**src/pkg/flr_pkg.sv**
```systemverilog
// Package for the fault log register bank: command codes, field layout, timing counts.
// Assumes a 100 MHz system clock and 16-bit register words.
package flr_pkg;
	localparam logic [7:0]  CMD_PHASE_R1_HI_A = 8'hDD;
	localparam logic [7:0]  CMD_PHASE_R1_HI_B = 8'hDE;
	localparam logic [7:0]  CMD_PHASE_R2_LO   = 8'hDF;
	localparam logic [7:0]  CMD_DATE_WORD     = 8'hE0;
	localparam logic [7:0]  CMD_SEC_UPPER     = 8'hE1;
	localparam logic [7:0]  CMD_SEC_LOWER     = 8'hE2;
	localparam logic [7:0]  CMD_CUR_RAIL1     = 8'hE3;
	localparam logic [7:0]  CMD_CUR_RAIL2     = 8'hE4;
	localparam logic [7:0]  CMD_VOLT_RAIL1    = 8'hE5;
	localparam logic [7:0]  CMD_VOLT_RAIL2    = 8'hE6;
	localparam int          CODE_W            = 4;
	localparam int          SNAP_W            = 10;
	localparam int          SEC_UPPER_W       = 8;
	localparam int          SEC_LOWER_W       = 16;
	localparam int          SEC_W             = 24;
	localparam logic [3:0]  CODE_NONE         = 4'h0;
	localparam logic [3:0]  CODE_VIN_SW_SHORT = 4'h1;
	localparam logic [3:0]  CODE_CUR_LIMIT    = 4'h2;
	localparam logic [3:0]  CODE_OVER_TEMP    = 4'h4;
	localparam logic [3:0]  CODE_SW_GND_SHORT = 4'h8;
	localparam logic [15:0] DATE_RESET        = 16'h0000;
	localparam logic [23:0] SEC_RESET         = 24'h000000;
	localparam int          CLK_HZ            = 100_000_000;
	localparam int          STEP_TIME_S       = 1;
	localparam int          STEP_CYCLES       = CLK_HZ * STEP_TIME_S;
endpackage

```
**src/flr_fault_log.sv**
```systemverilog
// Fault log register bank: per-phase codes, fault time, first-fault snapshots.
// Assumes a command decoder on the system clock presents a command code with
// one-cycle read and write strobes; fault inputs come from the same clock domain.

// Function
// - Phase codes are 4-bit one-hot fault types
// - Rail 1 phases 9-12 in one word
// - Phases 13-16 word doubles as rail 2 8-5
// - Rail 2 phases 4-1 in one word
// - Phase codes clear on device shutdown
// - Time is date, upper 8, lower 16
// - Accumulator steps once per second
// - Date write clears both accumulator registers
// - Date write rejected once accumulator runs
// - Accumulator starts during start-up
// - First fault time kept in time cells
// - Upper-bits register top byte reads zero
// - Current snapshots 10-bit, upper bits zero
// - Voltage snapshots 10-bit in low bits
module flr_fault_log #(
	parameter int STEP_CYCLES = flr_pkg::STEP_CYCLES
) (
	input  wire logic        i_sys_clk,
	input  wire logic        i_reset_n,
	input  wire logic        i_shutdown,
	input  wire logic        i_startup,
	input  wire logic        i_fault_event,
	input  wire logic [63:0] i_phase_codes,
	input  wire logic [9:0]  i_rail1_current_monitor,
	input  wire logic [9:0]  i_rail2_current_monitor,
	input  wire logic [9:0]  i_rail1_diff_voltage,
	input  wire logic [9:0]  i_rail2_diff_voltage,
	input  wire logic [7:0]  i_cmd,
	input  wire logic        i_wr_stb,
	input  wire logic        i_rd_stb,
	input  wire logic [15:0] i_wr_data,
	input  wire logic        i_nvm_date_load,
	input  wire logic [15:0] i_nvm_date,
	output logic      [15:0] o_rd_data,
	output logic             o_rd_valid,
	output logic             o_wr_reject,
	output logic             o_acc_running,
	output logic             o_first_fault_seen
);
	logic        rst_sync1_reg;
	logic        rst_sync2_reg;
	logic        rst_n;
	logic [63:0] codes_q;
	logic [15:0] date_reg;
	logic [23:0] sec_reg;
	logic [23:0] sec_next;
	logic [31:0] tick_cnt_reg;
	logic        tick;
	logic        running_reg;
	logic        first_seen_reg;
	logic [23:0] fault_sec_reg;
	logic [9:0]  cur1_reg;
	logic [9:0]  cur2_reg;
	logic [9:0]  volt1_reg;
	logic [9:0]  volt2_reg;
	logic        date_wr;
	logic        cmd_known;
	logic [15:0] rd_mux;
	logic        sec_upper_wr;
	logic        sec_lower_wr;
	logic        wr_accept;
	logic        fault_capture;
	logic [23:0] time_view;
	logic [3:0]  phase9_fault_code;
	logic [3:0]  phase10_fault_code;
	logic [3:0]  phase11_fault_code;
	logic [3:0]  phase12_fault_code;
	logic [3:0]  phase13_shared_fault_code;
	logic [3:0]  phase14_shared_fault_code;
	logic [3:0]  phase15_shared_fault_code;
	logic [3:0]  phase16_shared_fault_code;
	logic [3:0]  rail2_phase4_fault_code;
	logic [3:0]  rail2_phase3_fault_code;
	logic [3:0]  rail2_phase2_fault_code;
	logic [3:0]  rail2_phase1_fault_code;
	logic [15:0] word_r1_hi_a;
	logic [15:0] word_r1_hi_b;
	logic [15:0] word_r2_lo;

	localparam logic [31:0] STEP_LAST = 32'(STEP_CYCLES - 1);

	always_ff @(posedge i_sys_clk or negedge i_reset_n) begin
		if (!i_reset_n) begin
			rst_sync1_reg <= 1'b0;
			rst_sync2_reg <= 1'b0;
		end else begin
			rst_sync1_reg <= 1'b1;
			rst_sync2_reg <= rst_sync1_reg;
		end
	end
	assign rst_n = rst_sync2_reg;

	// Sixteen phase cells: 0-3 rail 2 phases 1-4, 8-15 rail 1 phases 9-16; 4-7 are not reported
	genvar g;
	generate
		for (g = 0; g < 16; g++) begin : g_phase
			flr_phase_code u_cell (
				.i_sys_clk (i_sys_clk),
				.i_rst_n   (rst_n),
				.i_clear   (i_shutdown),
				.i_code    (i_phase_codes[g*4 +: 4]),
				.o_code    (codes_q[g*4 +: 4])
			);
		end
	endgenerate

	// Cells 12 to 15 carry rail 2 phases 8 to 5 when those outputs drive rail 2
	assign phase9_fault_code         = codes_q[35:32];
	assign phase10_fault_code        = codes_q[39:36];
	assign phase11_fault_code        = codes_q[43:40];
	assign phase12_fault_code        = codes_q[47:44];
	assign phase13_shared_fault_code = codes_q[51:48];
	assign phase14_shared_fault_code = codes_q[55:52];
	assign phase15_shared_fault_code = codes_q[59:56];
	assign phase16_shared_fault_code = codes_q[63:60];
	assign rail2_phase4_fault_code   = codes_q[15:12];
	assign rail2_phase3_fault_code   = codes_q[11:8];
	assign rail2_phase2_fault_code   = codes_q[7:4];
	assign rail2_phase1_fault_code   = codes_q[3:0];

	assign word_r1_hi_a = {phase9_fault_code, phase10_fault_code, phase11_fault_code, phase12_fault_code};
	assign word_r1_hi_b = {phase13_shared_fault_code, phase14_shared_fault_code, phase15_shared_fault_code,
		phase16_shared_fault_code};
	assign word_r2_lo   = {rail2_phase4_fault_code, rail2_phase3_fault_code, rail2_phase2_fault_code,
		rail2_phase1_fault_code};

	assign date_wr       = i_wr_stb && (i_cmd == flr_pkg::CMD_DATE_WORD);
	assign sec_upper_wr  = i_wr_stb && (i_cmd == flr_pkg::CMD_SEC_UPPER);
	assign sec_lower_wr  = i_wr_stb && (i_cmd == flr_pkg::CMD_SEC_LOWER);
	assign fault_capture = i_fault_event && !first_seen_reg && !i_shutdown;

	// Only the date word and the time cells take bus writes; the date word locks once the accumulator runs
	always_comb begin
		wr_accept = 1'b0;
		case (i_cmd)
			flr_pkg::CMD_DATE_WORD: wr_accept = !running_reg;
			flr_pkg::CMD_SEC_UPPER,
			flr_pkg::CMD_SEC_LOWER: wr_accept = 1'b1;
			default: wr_accept = 1'b0;
		endcase
	end

	always_ff @(posedge i_sys_clk or negedge rst_n) begin
		if (!rst_n) begin
			running_reg <= 1'b0;
		end else if (i_shutdown) begin
			running_reg <= 1'b0;
		end else if (i_startup) begin
			running_reg <= 1'b1;
		end
	end

	// Restarting the divider on a date write keeps the first new second a full second long
	always_ff @(posedge i_sys_clk or negedge rst_n) begin
		if (!rst_n) begin
			tick_cnt_reg <= '0;
		end else if (!running_reg || date_wr) begin
			tick_cnt_reg <= '0;
		end else if (tick_cnt_reg == STEP_LAST) begin
			tick_cnt_reg <= '0;
		end else begin
			tick_cnt_reg <= tick_cnt_reg + 32'h1;
		end
	end
	assign tick = running_reg && (tick_cnt_reg == STEP_LAST);

	// Date word accepts a bus write only while the accumulator is stopped; an NVM date load is taken at any time and wins
	always_ff @(posedge i_sys_clk or negedge rst_n) begin
		if (!rst_n) begin
			date_reg <= flr_pkg::DATE_RESET;
		end else if (i_nvm_date_load) begin
			date_reg <= i_nvm_date;
		end else if (date_wr && !running_reg) begin
			date_reg <= i_wr_data;
		end
	end

	always_ff @(posedge i_sys_clk or negedge rst_n) begin
		if (!rst_n) begin
			o_wr_reject <= 1'b0;
		end else begin
			o_wr_reject <= i_wr_stb && !wr_accept;
		end
	end

	always_comb begin
		sec_next = sec_reg;
		if (date_wr) begin
			sec_next = flr_pkg::SEC_RESET;
		end else if (sec_upper_wr) begin
			sec_next = {i_wr_data[7:0], sec_reg[15:0]};
		end else if (sec_lower_wr) begin
			sec_next = {sec_reg[23:16], i_wr_data};
		end else if (tick) begin
			sec_next = sec_reg + 24'h000001;
		end
	end

	always_ff @(posedge i_sys_clk or negedge rst_n) begin
		if (!rst_n) begin
			sec_reg <= flr_pkg::SEC_RESET;
		end else begin
			sec_reg <= sec_next;
		end
	end

	// First fault freezes the analogue snapshots and the time until shutdown; a date write zeroes the frozen time
	always_ff @(posedge i_sys_clk or negedge rst_n) begin
		if (!rst_n) begin
			first_seen_reg <= 1'b0;
		end else if (i_shutdown) begin
			first_seen_reg <= 1'b0;
		end else if (i_fault_event) begin
			first_seen_reg <= 1'b1;
		end
	end

	always_ff @(posedge i_sys_clk or negedge rst_n) begin
		if (!rst_n) begin
			fault_sec_reg <= flr_pkg::SEC_RESET;
		end else if (date_wr) begin
			fault_sec_reg <= flr_pkg::SEC_RESET;
		end else if (fault_capture) begin
			fault_sec_reg <= sec_reg;
		end
	end

	always_ff @(posedge i_sys_clk or negedge rst_n) begin
		if (!rst_n) begin
			cur1_reg <= '0;
		end else if (i_shutdown) begin
			cur1_reg <= '0;
		end else if (fault_capture) begin
			cur1_reg <= i_rail1_current_monitor;
		end
	end

	always_ff @(posedge i_sys_clk or negedge rst_n) begin
		if (!rst_n) begin
			cur2_reg <= '0;
		end else if (i_shutdown) begin
			cur2_reg <= '0;
		end else if (fault_capture) begin
			cur2_reg <= i_rail2_current_monitor;
		end
	end

	always_ff @(posedge i_sys_clk or negedge rst_n) begin
		if (!rst_n) begin
			volt1_reg <= '0;
		end else if (i_shutdown) begin
			volt1_reg <= '0;
		end else if (fault_capture) begin
			volt1_reg <= i_rail1_diff_voltage;
		end
	end

	always_ff @(posedge i_sys_clk or negedge rst_n) begin
		if (!rst_n) begin
			volt2_reg <= '0;
		end else if (i_shutdown) begin
			volt2_reg <= '0;
		end else if (fault_capture) begin
			volt2_reg <= i_rail2_diff_voltage;
		end
	end

	// Before a fault the time cells show the live accumulator, after it the frozen record
	always_comb begin
		time_view = sec_reg;
		if (first_seen_reg) begin
			time_view = fault_sec_reg;
		end
	end

	always_comb begin
		rd_mux    = 16'h0000;
		cmd_known = 1'b1;
		case (i_cmd)
			flr_pkg::CMD_PHASE_R1_HI_A: rd_mux = word_r1_hi_a;
			flr_pkg::CMD_PHASE_R1_HI_B: rd_mux = word_r1_hi_b;
			flr_pkg::CMD_PHASE_R2_LO: rd_mux = word_r2_lo;
			flr_pkg::CMD_DATE_WORD: rd_mux = date_reg;
			flr_pkg::CMD_SEC_UPPER: rd_mux = {8'h00, time_view[23:16]};
			flr_pkg::CMD_SEC_LOWER: rd_mux = time_view[15:0];
			flr_pkg::CMD_CUR_RAIL1: rd_mux = {6'h00, cur1_reg};
			flr_pkg::CMD_CUR_RAIL2: rd_mux = {6'h00, cur2_reg};
			flr_pkg::CMD_VOLT_RAIL1: rd_mux = {6'h00, volt1_reg};
			flr_pkg::CMD_VOLT_RAIL2: rd_mux = {6'h00, volt2_reg};
			default: cmd_known = 1'b0;
		endcase
	end

	always_ff @(posedge i_sys_clk or negedge rst_n) begin
		if (!rst_n) begin
			o_rd_valid <= 1'b0;
		end else begin
			o_rd_valid <= i_rd_stb;
		end
	end

	// Read data holds until the next read strobe
	always_ff @(posedge i_sys_clk or negedge rst_n) begin
		if (!rst_n) begin
			o_rd_data <= 16'h0000;
		end else if (i_rd_stb) begin
			o_rd_data <= cmd_known ? rd_mux : 16'h0000;
		end
	end

	assign o_acc_running      = running_reg;
	assign o_first_fault_seen = first_seen_reg;
endmodule

```
**src/flr_phase_code.sv**
```systemverilog
// One per-phase fault code cell.
// Assumes the fault code arrives already synchronised to the system clock.
module flr_phase_code (
	input  wire logic       i_sys_clk,
	input  wire logic       i_rst_n,
	input  wire logic       i_clear,
	input  wire logic [3:0] i_code,
	output logic      [3:0] o_code
);
	// Only legal one-hot codes are taken; the first code is held until shutdown
	always_ff @(posedge i_sys_clk or negedge i_rst_n) begin
		if (!i_rst_n) begin
			o_code <= flr_pkg::CODE_NONE;
		end else if (i_clear) begin
			o_code <= flr_pkg::CODE_NONE;
		end else if (o_code == flr_pkg::CODE_NONE) begin
			case (i_code)
				flr_pkg::CODE_VIN_SW_SHORT,
				flr_pkg::CODE_CUR_LIMIT,
				flr_pkg::CODE_OVER_TEMP,
				flr_pkg::CODE_SW_GND_SHORT: o_code <= i_code;
				default: o_code <= o_code;
			endcase
		end
	end
endmodule
```
**config.mk**
```make
export PLATFORM = sky130hd
export DESIGN_NAME = flr_fault_log
export DESIGN_NICKNAME = d
export VERILOG_FILES = /design/src/pkg/flr_pkg.sv /design/src/flr_fault_log.sv /design/src/flr_phase_code.sv
export SDC_FILE = /design/constraint.sdc
export NUM_CORES = 1
export LEC_CHECK = 0
export BUFFER_PORTS_ARGS = -buffer_cell sky130_fd_sc_hd__clkbuf_2
export CORE_MARGIN = 1
export CORE_UTILIZATION = 52
export DETAILED_ROUTE_END_ITERATION = 8
export PLACE_DENSITY = 0.74
export RECOVER_POWER = 50
export SLEW_MARGIN = 20
export SYNTH_ARGS = -nofsm -noshare
export SYNTH_HDL_FRONTEND = slang
export SYNTH_SLANG_ARGS = --single-unit
```
**constraint.sdc**
```tcl
create_clock -name i_sys_clk -period 5.55 [get_ports i_sys_clk]
set_input_delay 0.2775 -clock i_sys_clk [delete_from_list [all_inputs] [get_ports i_sys_clk]]
set_output_delay 0.2775 -clock i_sys_clk [all_outputs]
set_load 0.03 [all_outputs]
```
==> flow_metrics.tcl, run 1 <==
set metrics [dict create \
    final_cells 1570 \
    critPathTopFamily "buffers and inverters" \
    cpPeakStageDelay_ns 1.67 \
    htree_levels 1 \
    io_buffers 155 \
    grt_pass1_wl_um 50100 \
    io_pins 172 \
    maxSlewHeadroom -0.527 \
    rsz0062_at_grt "false" \
    cts.sinks 206 \
    antenna_found_initial 0 \
    synth_fp_nets 1286 \
    hpwl_um 20900 \
    final_nets 1434 \
    crit_chain "clkbuf_2 > clkbuf_1 > nor2_1 > nand4_1 > nand3_1 > nor2_1 > o311ai_0" \
    cp_max_fo 38 \
    largest_reg_flops 48 \
    drc 0 \
    hold_class "input port to register" \
    p_leak_uw 0.00583 \
    dr.pass1.iters 7 \
    final_util 0.629 \
    finClkSkew_ns 0.0110 \
    finalSetupViolCount 0 \
    routedWlPerCell_um 19.9 \
    initial_core_util 0.529 \
    fin_crit_sh 0.683 \
    cts_hold_buffers 35 \
    worst-path-buf-inv 2 \
    drive_above_1_share 0.202 \
    cap_viol_max_count 1 \
    vias 9843 \
    cts_buffers 24 \
    drv_slew 39 \
    die_area_um2 21900 \
    arrival_ns 4.13 \
    period_needed_ns 3.79 \
    synth_area_um2 11100 \
    vias_per_cell 6.27 \
    diodes 0 \
    cellPowerDensity_nw_per_um2 278 \
    synth.yosys.seq_area_share 0.465 \
    vdd_ir_drop_max_v 0.000199 \
    clock_path_buffers 3 \
    synth-edff-count 0 \
    clock.fmax_mhz 264 \
    status "finished with violations" \
    syn2layout_area_growth_pct 19.0 \
    gr-total-overflow 0 \
    cts_tree "done" \
    antenna_left 0 \
    crit_slowest_cell "clkbuf_1" \
    initialDrtViolationCount 896 \
    cts-resized-gates 0 \
    cts_setup_buffers 0 \
    fp.dieH_um 148 \
    synth_top_flop_cell "dfrtp_1" \
    grt_pass1_vias 9338 \
    worstMarginPinSlew_ns 2.29 \
    crit_top_cell "nor2_1" \
    ys_types 74 \
    track_usage 0.290 \
    core-area_um2 21000 \
    tns_ns 0 \
    finalWirelength_um 31300 \
    finalHoldViolCount 0 \
    ys_ff_latch 206 \
    crit_path_end_kind "register" \
    yosys_warnings 0 \
    dieWidth_um 148 \
    failed_checks "capacitance limit, slew limit" \
    synth-async-reset-ratio 1.00 \
    syn_avg_cell_area_um2 9.79 \
    dpl.cell_count 1491 \
    start_kind "input port" \
    num_rows 53 \
    grt_start_max_net_pins 131 \
    required_ns 5.89 \
    root_buffer "clkbuf_16" \
    clkLatencyLatePin_ns 0.52 \
    globalplace.congestion 0.943 \
    clk_pin_slew_worst_paths_ns 0.06 \
    synthCells 1132 \
    crit_type "input port to register" \
]
==> through the flow <==
stage                     cell area [um^2]  hold WS [ns]  worst slack [ns]  total power, uW
after floorplan                      11100       -0.0181              2.16             1890
after global placement               12000        0.0646              2.35             2030
after detailed placement             12000        0.0699              2.31             2040
after CTS                            13100      0.000622              2.52             3670
after global routing                 13200       0.00767              1.55             3800
final                                13200       0.00706              1.76             3670
==> where the power goes <==
| part | total (uW) | leakage, uW | switching [uW] | internal (uW) |
|---|---|---|---|---|
| logic | 398 | 0.00269 | 225 | 173 |
| registers | 1650 | 0.00274 | 70.8 | 1580 |
| clock network | 1620 | 0.000404 | 623 | 999 |
==> final cells by class <==
type / count / area, um^2
repair buffers: 200 / 1250
clock buffers: 33 / 726
multi-input cells: 836 / 5570
well taps: 275 / 344
fillers: 1721 / 7770
flip-flops and latches: 206 / 5150
inverters: 12 / 45.0
clock inverters: 8 / 95.1
==> cells in the mapped netlist, types with 12 or more instances <==
cell type	instances	area share
and2_1	12	0.0068
mux2_2	27	0.027
clkbuf_1	48	0.016
nor3_1	25	0.011
a21oi_1	37	0.017
o211ai_1	19	0.013
o2bb2ai_1	18	0.014
o221ai_1	13	0.010
a31oi_1	25	0.014
a22oi_1	20	0.014
nand2_1	111	0.038
and3_1	18	0.010
nor4_1	23	0.013
buf_2	16	0.0072
dfrtp_1	206	0.47
mux2i_1	38	0.034
a22o_1	72	0.057
o21ai_0	60	0.027
nor2_1	90	0.030
nand3_1	46	0.021
nand4_1	22	0.012
xor2_1	36	0.028
==> placed cells by master (no fill, tap or decap), drive strengths merged, types with 3 or more instances in the layout <==
cell         Yosys  layout
clkinv           0       4
dfrtp          206     206
or2              4       4
nand2          111     111
o211ai          19      19
o31ai            3       3
or3              4       4
inv             12      12
o22ai            7       7
a211oi           4       4
dlygate4sd3      0      35
nand2b           3       3
clkbuf          49     189
nand3           49      49
a221oi           9       9
a31oi           25      25
and3            19      19
o221ai          13      13
nor3            27      27
o21ai           67      67
a221o            5       5
o2bb2ai         18      18
buf             29       9
nor2            90      90
xor2            36      36
and4             9       9
xnor2            7       7
mux2            27      27
mux2i           38      38
a22oi           20      20
nor3b            4       4
nand4           23      23
a22o            72      72
or4b             5       5
and2            14      14
a21oi           38      38
nor4            29      29
nor2b            4       4
or4              5       5
a211o            3       3
==> layer usage <==
metal | GRT usage | vias to the layer above | part of all wire
met3 | 0.0503 | 54 | 0.077
met4 | 0.0835 | 0 | 0.027
met5 | 0 | - | 0
met2 | 0.449 | 407 | 0.46
li1 | - | 4566 | -
met1 | 0.417 | 4816 | 0.44
==> path summary, 6_finish.rpt <==
| check | startpoint | to | slack [ns] | cells past startpoint |
|---|---|---|---|---|
| worst max-delay path | i_cmd[1] | sec_reg[14] | 1.76 | 7 |
| worst min-delay path | i_rail1_diff_voltage[4] | volt1_reg[4] | 0.007 | 2 |
| worst max register to register | tick_cnt_reg[0] | sec_reg[14] | 2.93 | 6 |
| worst min register to register | rst_n | sec_reg[19] | 0.34 | 0 |
| max in group asynchronous | rst_n | g_phase[13].u_cell.o_code[1] | 4.04 | 1 |
| min in group asynchronous | i_reset_n | rst_n | 0.11 | 2 |
==> logic make-up (layout without fill, tap and decap cells) <==
kind of cell / after synthesis / count (layout) / share of synthesized area
flops: 206 / 206 / 0.465
simple gates: 410 / 410 / 0.197
xor+xnor: 43 / 43 / 0.0340
fa+ha+maj: 2 / 2 / 0.00226
compound gates: 315 / 315 / 0.205
buf+inv: 90 / 253 / 0.0344
mux: 65 / 65 / 0.0618
other cells: 1 / 1 / 0.000338
(Power assumes the default switching activity.)
==> inputs of run 2 (changes only) <==
Clock period 5.55 ns to 3.1 ns, I/O delays scaled along.
==> flow_metrics.tcl, run 2 (same netlist as run 1, synthesis figures left out) <==
set metrics [dict create \
    globalplace.congestion 0.920 \
    clock_path_buffers 3 \
    clk_pin_slew_worst_paths_ns 0.06 \
    dr.pass1.iters 6 \
    initial_core_util 0.529 \
    final_util 0.666 \
    io_pins 172 \
    gr-total-overflow 0 \
    grt_pass1_vias 10127 \
    timing.rr.start "tick_cnt_reg[0]" \
    vias 10437 \
    antenna_left 0 \
    worstSetupEndpoint "sec_reg[4]" \
    cts.sinks 206 \
    rr_worst_depth 6 \
    fp.dieH_um 148 \
    rsz0062_at_grt "false" \
    cap_viol_max_count 0 \
    diodes 0 \
    start_kind "register" \
    hold_class "input port to register" \
    track_usage 0.304 \
    crit_type "register to register" \
    required_ns 3.49 \
    cp_max_fo 9 \
    cts_setup_buffers 0 \
    cts_buffers 23 \
    rrSetupSlack_ns 0.61 \
    cts_tree "done" \
    failed_checks "hold timing" \
    root_buffer "clkbuf_16" \
    layout_common_cells "dfrtp_1 (206), clkbuf_2 (129), dlygate4sd3_1 (114)" \
    io_buffers 155 \
    vdd_ir_drop_max_v 0.000508 \
    clock.fmax_mhz 401 \
    arrival_ns 2.88 \
    tns_ns 0 \
    syn2layout_area_growth_pct 26.0 \
    final_common_cell "dfrtp_1" \
    die_area_um2 21900 \
    routedWlPerCell_um 19.9 \
    grt_pass1_wl_um 52900 \
    largest_reg_flops 48 \
    crit_path_end_kind "register" \
    final_nets 1526 \
    fillers 1651 \
    finClkSkew_ns 0.0102 \
    p_leak_uw 0.00612 \
    worstReg2RegEnd "sec_reg[4]" \
    cellPowerDensity_nw_per_um2 469 \
    finalWirelength_um 33000 \
    antenna_found_initial 0 \
    startpoint "tick_cnt_reg[0]" \
    vias_per_cell 6.28 \
    finalHoldViolCount 1 \
    hpwl_um 21700 \
    worstMarginPinSlew_ns 1.27 \
    num_rows 53 \
    regArea_um2 5150 \
    grt_start_max_net_pins 111 \
    multiInputGateArea_um2 5560 \
    maxSlewHeadroom 0.153 \
    clkLatencyLatePin_ns 0.51 \
    status "finished with violations" \
    drv_slew 0 \
    dieWidth_um 148 \
    fin_crit_sh 0.805 \
    drc 0 \
    htree_levels 1 \
    core-area_um2 21000 \
    fin_hold_ws_ns -0.00321 \
    period_needed_ns 2.49 \
    initialDrtViolationCount 987 \
    finalSetupViolCount 0 \
    drive_above_1_share 0.180 \
]
==> run 2: cell count changes in the layout (fill, tap and decap cells not counted), sizes merged <==
cell and change:
dlygate4sd3 +79, clkbuf -2, inv +1, buf +13, bufinv +1
==> run 2: worst min path at each step <==
stage	start	end	cells after the start
after floorplan	i_reset_n	rst_sync1_reg	0
after global placement	i_reset_n	rst_sync1_reg	1
after detailed placement	i_reset_n	rst_sync1_reg	1
after CTS	i_nvm_date[4]	date_reg[4]	3
after global routing	i_wr_data[5]	date_reg[5]	3
final	i_nvm_date[3]	date_reg[3]	3
==> run 2: metrics by stage <==
stage | setup WS (ns) | cell area (um^2) | total power [uW] | cells
after floorplan | 0.990 | 11100 | 3380 | 1132
after global placement | 0.691 | 12100 | 3650 | 1508
after detailed placement | 0.649 | 12100 | 3670 | 1508
after CTS | 0.630 | 14000 | 6570 | 1662
after global routing | 0.500 | 14000 | 6770 | 1662
final | 0.606 | 14000 | 6550 | 1662
==> run 2: critical path, stage by stage (launching register included) <==
cell and delay, ns:
dfrtp_1 0.39, ha_1 0.23, nand3_2 0.15, or4_4 0.57, nor4_4 0.57, a21oi_2 0.20, o211a_1 0.26
==> run 2: final cells by class <==
class / instances / share of cell area
tap: 275 / 0.0246
clock inverter: 10 / 0.00986
clock buffer: 30 / 0.0453
inverter: 12 / 0.00323
timing repair buffer: 293 / 0.149
multi-input combinational: 836 / 0.398
sequential: 206 / 0.369
==> run 2: timing repair <==
item / 4_1_cts / 5_1_grt
hold buffers: 114 / 0
gates resized for setup: 0 / 0
endpoints found under the hold margin: 108 / 0
==> run 2: power breakdown <==
group / internal [uW] / total, uW / switching, uW
combinational: 377 / 804 / 428
clock: 1690 / 2800 / 1110
sequential: 2820 / 2950 / 123
total: 4890 / 6550 / 1660
==> run 2: routing by layer <==
layer  wire length, um  part of all wire  track usage  vias up
met5                 0                 0            0        -
met4              1040             0.032        0.109        0
met3              2580             0.078       0.0515       81
met2             15300              0.46        0.484      510
met1             14100              0.43        0.418     5101
li1                  -                 -            -     4745
==> inputs of run 3 (changes only) <==
Settings changed: ABC_AREA set to 1, CORE_UTILIZATION 52 to 55.
Clock period 3.1 ns to 2.6 ns, I/O delays scaled along.
==> flow_metrics.tcl, run 3 <==
set metrics [dict create \
    status "finished with violations" \
    failed_checks "capacitance limit, slew limit" \
    startpoint "o_first_fault_seen" \
    track_usage 0.361 \
    cts_hold_buffers 125 \
    drv_slew 39 \
    hpwl_um 27500 \
    timing.rr.start "o_first_fault_seen" \
    clock_path_buffers 3 \
    grt_start_max_net_pins 43 \
    use_met3 0.0875 \
    globalRouteMet2Util 0.570 \
    die_area_um2 22300 \
    dpl.cell_count 2098 \
    required_ns 3.04 \
    yosysMostFrequentCell "nand2_1" \
    arrival_ns 2.55 \
    synth-async-reset-ratio 1.00 \
    cts_tree "done" \
    synth_top_flop_cell "dfrtp_1" \
    crit_path_end_kind "register" \
    synth_commonest_cells "nand2_1 (499), nor2_1 (226), dfrtp_1 (206)" \
    grt_busiest_layer "met2" \
    internal-power_uw 5830 \
    maxSlewHeadroom -0.323 \
    cts_setup_buffers 0 \
    final_nets 2127 \
    tns_ns 0 \
    synth-edff-count 0 \
    yosys_warnings 0 \
    min_from "i_wr_data[11]" \
    grt_pass1_vias 11961 \
    p_sw_frac 0.273 \
    finalSetupViolCount 0 \
    initial_core_util 0.564 \
    io_pins 172 \
    hold_class "input port to register" \
    cap_viol_max_count 1 \
    p_sw_uw 2190 \
    final_common_cell "nand2_1" \
    vias_per_cell 5.55 \
    synth.yosys.seq_area_share 0.432 \
    core-area_um2 21200 \
    synth_area_um2 11900 \
    routedWlPerCell_um 17.4 \
    vdd_ir_drop_max_v 0.000616 \
    initialDrtViolationCount 1141 \
    yosysTopAreaCell "dfrtp_1" \
    finalWirelength_um 39400 \
    crit_type "register to register" \
    antenna_found_initial 4 \
    cts-resized-gates 0 \
    fp.dieH_um 149 \
    cts_buffers 23 \
    clkLatencyLatePin_ns 0.52 \
    syn2layout_area_growth_pct 25.8 \
    ys_ff_latch 206 \
    worstMarginPinSlew_ns 1.98 \
    final_cells 2265 \
    cellPowerDensity_nw_per_um2 534 \
    synthCells 1702 \
    drc 0 \
    seqPwrFrac 0.445 \
    drive_above_1_share 0.128 \
    clk_pin_slew_worst_paths_ns 0.06 \
    fin_crit_sh 0.813 \
    largest_reg_flops 48 \
    root_buffer "clkbuf_16" \
    dieWidth_um 149 \
    layout_common_cells "nand2_1 (499), nor2_1 (225), dfrtp_1 (206)" \
    synth_top_area_frac 0.432 \
    dr.pass1.iters 5 \
    share_comb_of_total_power 0.146 \
    fin_hold_ws_ns 0.00430 \
    cts.sinks 206 \
    p_leak_uw 0.00766 \
    synth_fp_nets 1856 \
    num_rows 53 \
    finClkSkew_ns 0.0128 \
    htree_levels 1 \
    clock.fmax_mhz 473 \
    finalHoldViolCount 0 \
    gr-total-overflow 0 \
    vias 12573 \
    antenna_left 0 \
    pwr-share-clk 0.410 \
    globalplace.congestion 0.911 \
    start_kind "register" \
    cp_max_fo 40 \
    grtUsageMet1 0.482 \
    place_area_um2 13000 \
    ys_types 46 \
    finish.instance_area_um2 15000 \
    ys_top_cells_by_area "dfrtp_1 (43%), nand2_1 (16%), nand3_1 (7.8%), nor2_1 (7.1%), inv_1 (6.2%)" \
    io_buffers 155 \
    rsz0062_at_grt "false" \
    syn_avg_cell_area_um2 7.01 \
    period_needed_ns 2.11 \
    grt_pass1_wl_um 62200 \
]
-- run 3: cell types whose count changed after synthesis, moves of 25 or more --
| cell | before | now |
|---|---|---|
| nand2_1 | 111 | 499 |
| nor2_1 | 90 | 226 |
| a22o_1 | 72 | 6 |
| o21ai_0 | 60 | 85 |
| nand3_1 | 46 | 187 |
| inv_1 | 11 | 198 |
| mux2_2 | 27 | 0 |
| mux2i_1 | 38 | 9 |
-- run 3: worst paths after layout --
path                                 to  slack (ns)  depth (start not counted)
setup / recovery            cur1_reg[6]        0.49                          6
hold / removal             date_reg[11]       0.004                          3
setup reg to reg            cur1_reg[6]        0.49                          6
hold reg to reg                   rst_n        0.36                          0
max in group asynchronous   sec_reg[20]        0.60                          0
min in group asynchronous         rst_n        0.46                          3
-- run 3: metrics by stage --
stage	setup slack [ns]	total power (uW)	util
finish	0.487	8020	0.710
global route	0.273	8340	0.710
CTS	0.501	8020	0.710
detailed placement	0.409	4600	0.615
global placement	0.521	4570	0.615
floorplan	0.502	4200	-
-- run 3: power groups by stage --
stage	Clock (uW)	Combinational [uW]	Sequential (uW)
floorplan	0	596	3610
global placement	0	961	3610
detailed placement	0	984	3620
CTS	3320	1140	3560
global route	3450	1300	3590
finish	3290	1170	3570
-- run 3: metal layers --
metal | up-vias | wire length (um)
li1 | 6011 | -
met1 | 5849 | 16200
met2 | 593 | 18000
met3 | 118 | 3660
met4 | 2 | 1480
met5 | - | 13
-- run 3: critical path: stages (launching register included) --
cell,delay (ns)
dfrtp_1,0.40
inv_2,0.23
nand2_2,0.12
nor2_4,0.57
buf_4,0.50
nand2_1,0.10
o21ai_0,0.09
-- run 3: layout make-up --
cell class | instances | area (um^2)
antenna | 3 | 7.51
clock buffer | 32 | 659
clock inverter | 7 | 88.8
fill | 1748 | 6140
inverter | 204 | 766
multi-input combinational | 1238 | 5770
sequential | 206 | 5150
tap | 275 | 344
timing repair buffer | 300 | 2220
-- run 3: kinds of logic (layout without fill, tap and decap cells) --
kind of cell / count (synthesis) / after routing / synth area share
flip-flops: 206 / 206 / 0.432
multiplexers: 9 / 9 / 0.00755
buffers and inverters: 258 / 543 / 0.0852
adder cells (fa/ha/maj): 2 / 2 / 0.00210
other: 1 / 4 / 0.000314
XOR/XNOR: 18 / 18 / 0.0132
AND/OR/NAND/NOR: 995 / 995 / 0.357
AO/OA/AOI/OAI: 213 / 213 / 0.103
